**src/include/dct_pkg.sv**
```systemverilog
// Constants, field layout and types for the DAC channel trim register bank
package dct_pkg;
  localparam int WORD_BITS = 24;
  localparam int NUM_CH = 4;
  localparam int DATA_W = 16;
  localparam int RANGE_W = 2;
  localparam int GAIN_W = 6;
  localparam int OFFS_W = 8;
  localparam int SEL_W = 3;
  localparam int ADDR_W = 3;
  localparam int SEL_MSB = 23;
  localparam int SEL_LSB = 21;
  localparam int ADDR_MSB = 20;
  localparam int ADDR_LSB = 18;
  localparam logic [SEL_W-1:0] SEL_FUNCTION = 3'h0;
  localparam logic [SEL_W-1:0] SEL_OUTPUT_CODE = 3'h2;
  localparam logic [SEL_W-1:0] SEL_RANGE = 3'h3;
  localparam logic [SEL_W-1:0] SEL_GAIN_TRIM = 3'h4;
  localparam logic [SEL_W-1:0] SEL_OFFSET_TRIM = 3'h5;
  localparam logic [ADDR_W-1:0] ADDR_ALL = 3'h4;
  localparam logic [ADDR_W-1:0] FUNC_NOP = 3'h0;
  localparam logic [ADDR_W-1:0] FUNC_CONFIG = 3'h1;
  localparam logic [ADDR_W-1:0] FUNC_CLEAR = 3'h4;
  localparam logic [ADDR_W-1:0] FUNC_LOAD = 3'h5;
  localparam int CFG_GND_ADJ = 5;
  localparam int CFG_P1_DIR = 4;
  localparam int CFG_P1_VAL = 3;
  localparam int CFG_P0_DIR = 2;
  localparam int CFG_P0_VAL = 1;
  localparam int CFG_READBACK_OFF = 0;
  localparam logic [DATA_W-1:0] CODE_RESET = 16'h0000;
  localparam logic [RANGE_W-1:0] RANGE_RESET = 2'h0;
  localparam logic [GAIN_W-1:0] GAIN_RESET = 6'h00;
  localparam logic [OFFS_W-1:0] OFFS_RESET = 8'h00;
  localparam logic [4:0] BITCNT_ZERO = 5'h00;
  localparam logic [4:0] BITCNT_LAST = 5'h17;
  typedef enum logic [1:0]
  {
    DCT_CLAMPED = 2'b00,
    DCT_WAIT_CODE = 2'b01,
    DCT_DRIVING = 2'b10
  } dct_clamp_t;
endpackage

```
**src/design/dct_sync2.sv**
```systemverilog
// Two flip-flop synchroniser for pin inputs
`timescale 1ns/1ps
module dct_sync2
  import dct_pkg::*;
#(
  parameter int WIDTH = 1
)
(
  // Clock and reset
  input wire logic clk_sys,
  input wire logic reset,
  // Asynchronous input and synchronised output
  input wire logic [WIDTH-1:0] async_in,
  output logic [WIDTH-1:0] sync_out
);
  // A zero-width synchroniser has nothing to carry
  if (WIDTH < 1)
  begin
    $error("dct_sync2 needs at least one bit");
  end

  logic [WIDTH-1:0] stage1_reg;

  always_ff @(posedge clk_sys)
  begin
    if (reset)
    begin
      stage1_reg <= '0;
      sync_out <= '0;
    end
    else
    begin
      stage1_reg <= async_in;
      sync_out <= stage1_reg;
    end
  end
endmodule

```
**src/design/dct_serial_rx.sv**
```systemverilog
// Serial word receiver: shifts 24 bits on falling link clock edges while frame is low
`timescale 1ns/1ps
module dct_serial_rx
  import dct_pkg::*;
(
  // Clock and reset
  input wire logic clk_sys,
  input wire logic reset,
  // Synchronised link signals
  input wire logic link_clk_s,
  input wire logic link_frame_n_s,
  input wire logic link_din_s,
  // Received word
  output logic [WORD_BITS-1:0] word,
  output logic word_valid
);
  logic link_clk_d_reg;
  logic [WORD_BITS-1:0] shift_reg;
  logic [4:0] count_reg;
  logic fall;

  assign fall = link_clk_d_reg & ~link_clk_s;

  always_ff @(posedge clk_sys)
  begin
    if (reset)
      link_clk_d_reg <= 1'b0;
    else
      link_clk_d_reg <= link_clk_s;
  end

  // Bits taken on the falling link clock edge, MSB first
  always_ff @(posedge clk_sys)
  begin
    if (reset)
    begin
      shift_reg <= '0;
      count_reg <= BITCNT_ZERO;
      word <= '0;
      word_valid <= 1'b0;
    end
    else
    begin
      word_valid <= 1'b0;
      if (link_frame_n_s)
        count_reg <= BITCNT_ZERO;
      else if (fall)
      begin
        shift_reg <= {shift_reg[WORD_BITS-2:0], link_din_s};
        if (count_reg == BITCNT_LAST)
        begin
          word <= {shift_reg[WORD_BITS-2:0], link_din_s};
          word_valid <= 1'b1;
          count_reg <= BITCNT_ZERO;
        end
        else
          count_reg <= count_reg + 5'h01;
      end
    end
  end
endmodule

```
**src/design/dct_trim_bank.sv**
```systemverilog
// Quad DAC channel register bank with output clamp control and digital I/O port
//
// Functional notes
// - Select code 010 writes the addressed channel's output code register.
// - Output code is word bits 15..0, bit 15 most significant.
// - Channel address field picks which channel's register is written.
// - Select code 011 writes the addressed channel's range select register.
// - Range is bits 1..0; 00 ten volts, 01 and 10 wider ranges.
// - Select code 100 loads six-bit gain trim from bits 5..0.
// - Gain trim is twos complement, -32 to +31 steps, zero none.
// - Gain trim moves both full-scale points, half a step each.
// - Select code 101 loads eight-bit offset trim from bits 7..0.
// - Offset trim is twos complement, -16 to +15.875 LSB, zero none.
// - Each offset trim count moves the output one eighth LSB.
// - Outputs clamped until supplies good and a code write occurs.
// - On release, clamp gate opens and amplifier gate closes.
// - Low clamp request forces amplifier gate open, clamp gate closed.
// - Supply detector result is driven on a dedicated output.
// - Two-bit port, each bit independently input or output, readable.
// - Local ground compensation active only while its enable bit set.
// - Channel address 000..011 picks A..D; 100 picks all channels.
// - Direction bit set makes pin output; clear (default) makes input.
// - Value bits drive output pins, reflect input pins; ignored for inputs.
`timescale 1ns/1ps
module dct_trim_bank
  import dct_pkg::*;
#(
  parameter int CHANNELS = NUM_CH
)
(
  // Clock and reset
  input wire logic clk_sys,
  input wire logic reset,
  // Serial link from host
  input wire logic link_clk,
  input wire logic link_frame_n,
  input wire logic link_din,
  // Supply detector and clamp request
  input wire logic supply_good,
  input wire logic clamp_request_n,
  output logic supply_ok_out,
  // Output gates, high means closed (conducting)
  output logic amp_output_gate,
  output logic ground_clamp_gate,
  // Per channel register contents
  output logic [CHANNELS*DATA_W-1:0] channel_output_code,
  output logic [CHANNELS*RANGE_W-1:0] channel_range_select,
  output logic [CHANNELS*GAIN_W-1:0] channel_gain_trim,
  output logic [CHANNELS*OFFS_W-1:0] channel_offset_trim,
  // Function register controls
  output logic ground_adjust_en,
  output logic readback_disable,
  output logic output_clear,
  output logic output_load,
  // Two-bit I/O port; output enable low while driving
  input wire logic port_pin_zero_in,
  output logic port_pin_zero_out,
  output logic port_pin_zero_oe_n,
  input wire logic port_pin_one_in,
  output logic port_pin_one_out,
  output logic port_pin_one_oe_n,
  // Readable port state
  output logic [1:0] port_value
);
  // The address field decodes exactly four channels
  if (CHANNELS != NUM_CH)
  begin
    $error("dct_trim_bank serves exactly four channels");
  end

  logic link_clk_s;
  logic link_frame_n_s;
  logic link_din_s;
  logic supply_good_s;
  logic clamp_request_n_s;
  logic [1:0] port_in_s;
  logic [WORD_BITS-1:0] word;
  logic word_valid;
  logic [SEL_W-1:0] sel;
  logic [ADDR_W-1:0] addr;
  logic [DATA_W-1:0] wdata;
  logic [1:0] port_dir_reg;
  logic [1:0] port_wval_reg;
  logic code_written_reg;
  dct_clamp_t clamp_reg;
  dct_clamp_t clamp_next;

  // Pin inputs pass two flip-flops
  dct_sync2 #(.WIDTH(7)) u_sync
  (
    .clk_sys(clk_sys),
    .reset(reset),
    .async_in({link_clk, link_frame_n, link_din, supply_good, clamp_request_n,
               port_pin_one_in, port_pin_zero_in}),
    .sync_out({link_clk_s, link_frame_n_s, link_din_s, supply_good_s, clamp_request_n_s,
               port_in_s[1], port_in_s[0]})
  );

  // 24-bit words, bits on falling link clock
  dct_serial_rx u_rx
  (
    .clk_sys(clk_sys),
    .reset(reset),
    .link_clk_s(link_clk_s),
    .link_frame_n_s(link_frame_n_s),
    .link_din_s(link_din_s),
    .word(word),
    .word_valid(word_valid)
  );

  assign sel = word[SEL_MSB:SEL_LSB];
  assign addr = word[ADDR_MSB:ADDR_LSB];
  assign wdata = word[DATA_W-1:0];

  // Channel hit: single channel or broadcast
  function automatic logic ch_hit(input logic [ADDR_W-1:0] a, input int ch);
    ch_hit = (a == ADDR_ALL) || (a == ch[ADDR_W-1:0]);
  endfunction

  // Function register word carrying one function code
  function automatic logic func_hit(input logic v, input logic [SEL_W-1:0] s, input logic [ADDR_W-1:0] a,
    input logic [ADDR_W-1:0] f);
    func_hit = v && (s == SEL_FUNCTION) && (a == f);
  endfunction

  // Per channel registers
  always_ff @(posedge clk_sys)
  begin
    if (reset)
    begin
      for (int c = 0; c < CHANNELS; c++)
      begin
        channel_output_code[c*DATA_W +: DATA_W] <= CODE_RESET;
        channel_range_select[c*RANGE_W +: RANGE_W] <= RANGE_RESET;
        channel_gain_trim[c*GAIN_W +: GAIN_W] <= GAIN_RESET;
        channel_offset_trim[c*OFFS_W +: OFFS_W] <= OFFS_RESET;
      end
    end
    else if (word_valid)
    begin
      for (int c = 0; c < CHANNELS; c++)
      begin
        if (ch_hit(addr, c))
        begin
          case (sel)
            SEL_OUTPUT_CODE:
              channel_output_code[c*DATA_W +: DATA_W] <= wdata;
            SEL_RANGE:
              channel_range_select[c*RANGE_W +: RANGE_W] <= wdata[RANGE_W-1:0];
            SEL_GAIN_TRIM:
              // Twos complement, applied half a step at each full-scale end downstream
              channel_gain_trim[c*GAIN_W +: GAIN_W] <= wdata[GAIN_W-1:0];
            SEL_OFFSET_TRIM:
              // Twos complement in eighth-LSB steps
              channel_offset_trim[c*OFFS_W +: OFFS_W] <= wdata[OFFS_W-1:0];
            // Refused select codes leave every register untouched
            default:
              ;
          endcase
        end
      end
    end
  end

  // Function register configuration bits
  // Readback itself lies outside this block; only its disable level is kept
  always_ff @(posedge clk_sys)
  begin
    if (reset)
    begin
      ground_adjust_en <= 1'b0;
      readback_disable <= 1'b0;
      port_dir_reg <= 2'h0;
      port_wval_reg <= 2'h0;
    end
    else if (func_hit(word_valid, sel, addr, FUNC_CONFIG))
    begin
      ground_adjust_en <= wdata[CFG_GND_ADJ];
      readback_disable <= wdata[CFG_READBACK_OFF];
      port_dir_reg <= {wdata[CFG_P1_DIR], wdata[CFG_P0_DIR]};
      // Value ignored for pins staying inputs
      if (wdata[CFG_P0_DIR])
        port_wval_reg[0] <= wdata[CFG_P0_VAL];
      if (wdata[CFG_P1_DIR])
        port_wval_reg[1] <= wdata[CFG_P1_VAL];
    end
  end

  // Clear and load strobes, one cycle
  always_ff @(posedge clk_sys)
  begin
    if (reset)
    begin
      output_clear <= 1'b0;
      output_load <= 1'b0;
    end
    else
    begin
      output_clear <= func_hit(word_valid, sel, addr, FUNC_CLEAR);
      output_load <= func_hit(word_valid, sel, addr, FUNC_LOAD);
    end
  end

  // I/O port pins and readable state
  // Drivers follow the registers one cycle later, so direction and value move together
  always_ff @(posedge clk_sys)
  begin
    if (reset)
    begin
      port_pin_zero_out <= 1'b0;
      port_pin_one_out <= 1'b0;
      port_pin_zero_oe_n <= 1'b1;
      port_pin_one_oe_n <= 1'b1;
      port_value <= 2'h0;
    end
    else
    begin
      port_pin_zero_out <= port_wval_reg[0];
      port_pin_one_out <= port_wval_reg[1];
      port_pin_zero_oe_n <= ~port_dir_reg[0];
      port_pin_one_oe_n <= ~port_dir_reg[1];
      for (int b = 0; b < 2; b++)
        port_value[b] <= port_dir_reg[b] ? port_wval_reg[b] : port_in_s[b];
    end
  end

  // Supply detector result to its own pin
  always_ff @(posedge clk_sys)
  begin
    if (reset)
      supply_ok_out <= 1'b0;
    else
      supply_ok_out <= supply_good_s;
  end

  // Code write seen since supplies became good
  always_ff @(posedge clk_sys)
  begin
    if (reset)
      code_written_reg <= 1'b0;
    else if (!supply_good_s)
      code_written_reg <= 1'b0;
    // A refused channel address writes no register, so it cannot release the clamp
    else if (word_valid && sel == SEL_OUTPUT_CODE && addr <= ADDR_ALL)
      code_written_reg <= 1'b1;
  end

  // Clamp state machine
  // Loss of supply or a clamp request always returns to the clamped state
  always_comb
  begin
    clamp_next = clamp_reg;
    case (clamp_reg)
      DCT_CLAMPED:
        if (supply_good_s && clamp_request_n_s)
          clamp_next = DCT_WAIT_CODE;
      DCT_WAIT_CODE:
        if (!supply_good_s || !clamp_request_n_s)
          clamp_next = DCT_CLAMPED;
        else if (code_written_reg)
          clamp_next = DCT_DRIVING;
      DCT_DRIVING:
        if (!supply_good_s || !clamp_request_n_s)
          clamp_next = DCT_CLAMPED;
      default:
        clamp_next = DCT_CLAMPED;
    endcase
  end

  always_ff @(posedge clk_sys)
  begin
    if (reset)
      clamp_reg <= DCT_CLAMPED;
    else
      clamp_reg <= clamp_next;
  end

  // Gates: amplifier open and clamp closed unless driving
  always_ff @(posedge clk_sys)
  begin
    if (reset)
    begin
      amp_output_gate <= 1'b0;
      ground_clamp_gate <= 1'b1;
    end
    // The request acts on the gates at once, without waiting for the state register
    else if (!clamp_request_n_s || clamp_next != DCT_DRIVING)
    begin
      amp_output_gate <= 1'b0;
      ground_clamp_gate <= 1'b1;
    end
    else
    begin
      amp_output_gate <= 1'b1;
      ground_clamp_gate <= 1'b0;
    end
  end
endmodule

```
**config.mk**
```make
export PLATFORM = sky130hd
export DESIGN_NAME = dct_trim_bank
export DESIGN_NICKNAME = d
export VERILOG_FILES = /design/src/include/dct_pkg.sv /design/src/design/dct_sync2.sv /design/src/design/dct_serial_rx.sv /design/src/design/dct_trim_bank.sv
export SDC_FILE = /design/constraint.sdc
export NUM_CORES = 1
export LEC_CHECK = 0
export BUFFER_PORTS_ARGS = -buffer_cell sky130_fd_sc_hd__buf_2
export CAP_MARGIN = 20
export CORE_MARGIN = 2
export CORE_UTILIZATION = 50
export DETAILED_ROUTE_END_ITERATION = 12
export PLACE_DENSITY = 0.77
export SLEW_MARGIN = 20
export SYNTH_ARGS = -nofsm -noshare
export SYNTH_HDL_FRONTEND = slang
export SYNTH_SLANG_ARGS = --single-unit
```
**constraint.sdc**
```tcl
create_clock -name clk_sys -period 1.75 [get_ports clk_sys]
set_clock_uncertainty 0.2 [all_clocks]
set_input_delay 0.2625 -clock clk_sys [delete_from_list [all_inputs] [get_ports clk_sys]]
set_output_delay 0.2625 -clock clk_sys [all_outputs]
set_load 0.02 [all_outputs]
```
==> qor.csv <==
metric;value;unit
Required @ worst endpoint;1.91;ns
R2R setup slack;0.07;ns
max-slew violation count;0;
P&R area growth vs syn;25.9;%
H-tree levels;1;
Port-buffer cells;149;
unrepaired setup endpoints after global routing;false;
Power Total;9950;uW
Hold Path Depth;1;
drt wl/cell;16.1;um
Avg Synthesized Cell Area;10.1;um2
Final Hold Viols;0;
post-synthesis sequential area ratio;52.4;%
cell-internal power;7990;uW
clock-pin slew on the worst setup and hold paths;0.06;ns
TritonRoute pass-1 iters;5;
dpl hpwl;12.8;mm
most instantiated library cell after synthesis;dfxtp_1;
Hold Path End;ground_clamp_gate$_SDFF_PP1_;
Die H;132;um
Max rail drop VDD;0.000597;V
layout cells sized above 1;25.9;%
clock sinks;214;
Static Leak;0.00468;uW
HP Class;flip-flop to flip-flop;
synthesized area;8180;um2
setup violators final;0;
Mapped Nets;824;
pre-CTS setup slack;0.0328;ns
Clock Path Buffers;3;
clock network fraction of total power;48.8;%
CTS tree;done;
Unique masters post-synth;41;
placed cell count;1161;
fin cells;1209;
fin nets;988;
largest registers;channel_output_code (64), channel_offset_trim (32), channel_gain_trim (24);
synthesized flop and latch total;214;
GRT Total Usage;21.5;%
FF-to-FF End;channel_gain_trim[7]$_SDFFE_PP0P_;
switching share of power;19.7;%
Min Hold Slack;0.204;ns
Core ar.;15900;um2
CP Class;flip-flop to flip-flop;
synth warn;0;
Post-DRT Antenna Nets;0;
slowest CP cell;dfxtp_2;
Worst Setup Start Kind;flip-flop;
Via density;5.27;
critical-path cell list;buf_4 > and4bb_1 > nand3b_1 > mux2i_1;
grt total ovfl;0;
asr flop ratio synth;0;%
Biggest register;channel_output_code;
Final WS setup;0.0749;ns
antenna cells;0;
max-cap violations;0;
Clock Latency Late Sink;0.50;ns
Fillers;1245;
pin count of the biggest net entering global routing;59;
top cell type's share of synthesized area;52.4;%
max reg flops;64;
EDFF count, synth;0;
Tcrit/Tclk final;95.7;%
CTS Buf Count;22;
Placer Congestion;0.840;
Iteration-0 DRC Markers;382;
IO Pins;150;
Flop pwr share;49.2;%
detailed-route DRC error count;0;
WP data arrival;1.84;ns
leading post-synthesis cells by cell area;dfxtp_1 52%, mux2i_1 14%, nand2b_1 9.9%;
antenna violations before repair;0;
Comb pwr share;1.9;%
Post-Synthesis Cells;814;
status;finished, final reports clean;
Net Sw Power;1960;uW
area leader, netlist;dfxtp_1;
Final min period;1.68;ns
Synth top cells by count;214 x dfxtp_1, 129 x nand2b_1, 115 x mux2i_1;
Crit Reg-Reg Startpoint;u_rx.word[21]$_SDFFE_PP0P_;
Die W;132;um
Std-Cell Rows;46;
via count;6370;
Worst Tran Pin Value;0.455;ns
area of the die;17400;um2
Routed WL;19.5;mm
PD cells;966;nW/um2
most used flip-flop cell after synthesis;dfxtp_1;
Critical Path Fanout Max;7;
min-delay src;u_sync.sync_out[2]$_SDFF_PP0_;
FF-to-FF path depth;4;
relative slew slack;69.7;%
vias in the first global route;5948;
CP peak stage delay;0.35;ns
Fmax;597;MHz
Root Driver;clkbuf_16;
Initial Util;51.3;%
setup tns final;0;ns
first-pass GRT wire length;30.9;mm
crit path capture type;flip-flop;
-- placed cells by master (no fill, tap or decap), types with 3 or more instances in the layout --
cell,netlist,routed
dfxtp_1,214,209
buf_2,14,148
nand2b_1,129,129
mux2i_1,115,114
a21oi_1,68,68
nand2_1,49,49
o21ai_0,48,47
nand3_1,46,46
buf_4,2,38
clkbuf_16,0,23
nor2b_1,21,21
buf_12,0,11
nand3b_1,9,9
dlygate4sd3_1,0,8
clkinv_2,0,5
nor2_1,4,4
nor3_1,4,4
clkbuf_8,0,4
dfxtp_2,0,4
and3b_1,3,3
and4b_1,3,3
nor3b_1,4,3
nand4b_1,3,3
clkbuf_1,42,3
bufinv_16,0,3
-- layer usage --
layer  global-route usage (%)  wire [um]  up-vias  share of wire, %
met1                     29.2       8830     3030                45
met5                        0          0        -                 0
met2                     35.1       9100      214                47
met4                     6.70        478        0               2.4
met3                     3.46       1110       35               5.7
li1                         -          -     3091                 -
-- timing repair --
item / CTS / global route
hold endpoints to repair: 16 / 0
cloned: 0 / 0
setup buffers: 0 / 1
gates resized for setup: 1 / 15
hold buffers: 8 / 0
endpoints found under the setup margin: 1 / 76
pin swaps: 0 / 3
-- worst max-delay path by stage --
stage | endpoint | depth (start not counted) | slack [ns] | startpoint
floorplan | u_rx.count_reg[3]$_SDFFE_PP0P_ | 5 | 0.009 | u_rx.count_reg[0]$_SDFFE_PP0P_
global route | channel_offset_trim[15]$_SDFFE_PP0P_ | 6 | 0.004 | u_rx.word[20]$_SDFFE_PP0P_
global placement | channel_output_code[58]$_SDFFE_PP0P_ | 3 | 0.06 | u_rx.word[20]$_SDFFE_PP0P_
finish | channel_gain_trim[7]$_SDFFE_PP0P_ | 4 | 0.07 | u_rx.word[21]$_SDFFE_PP0P_
CTS | u_rx.count_reg[3]$_SDFFE_PP0P_ | 4 | 0.002 | u_rx.count_reg[0]$_SDFFE_PP0P_
detailed placement | channel_output_code[58]$_SDFFE_PP0P_ | 3 | 0.03 | u_rx.word[20]$_SDFFE_PP0P_
-- cell type report --
type | count | area [um2] | share of cell area (%)
clock buffer | 30 | 642 | 6.23
clock inverter | 9 | 123 | 1.19
multi-input combinational | 532 | 3630 | 35.2
sequential | 214 | 4290 | 41.7
inverter | 2 | 7.51 | 0.0729
tap | 216 | 270 | 2.62
timing repair buffer | 206 | 1340 | 13.0
-- worst max-delay path, delay by kind of cell (launching register included) --
kind | cells | cell delay (ns)
flops | 1 | 0.35
buf+inv | 1 | 0.16
simple gates | 2 | 0.63
mux | 1 | 0.20
-- stage by stage --
step / area [um2] / util [%]
floorplan: 8180 / -
global placement: 9390 / 58.9
detailed placement: 9390 / 58.9
CTS: 10200 / 64.2
global route: 10300 / 64.6
finish: 10300 / 64.6
-- power by group through the flow --
stage          registers [uW]  clock network (uW)  logic (uW)
3_5_place_dp             5000                   0         179
3_3_place_gp             5000                   0         178
2_1_floorplan            5000                   0         125
4_1_cts                  4900                4940         193
6_report                 4900                4860         193
5_1_grt                  4890                5140         208
-- cells by family after synthesis --
family / Yosys count / share of synthesized area, %
simple gates: 289 / 21.0
flops: 214 / 52.4
compound gates: 124 / 8.06
mux: 115 / 14.1
buf+inv: 68 / 3.93
xor+xnor: 3 / 0.413
fa+ha+maj: 1 / 0.153
Power figures use the tool's default switching activity.
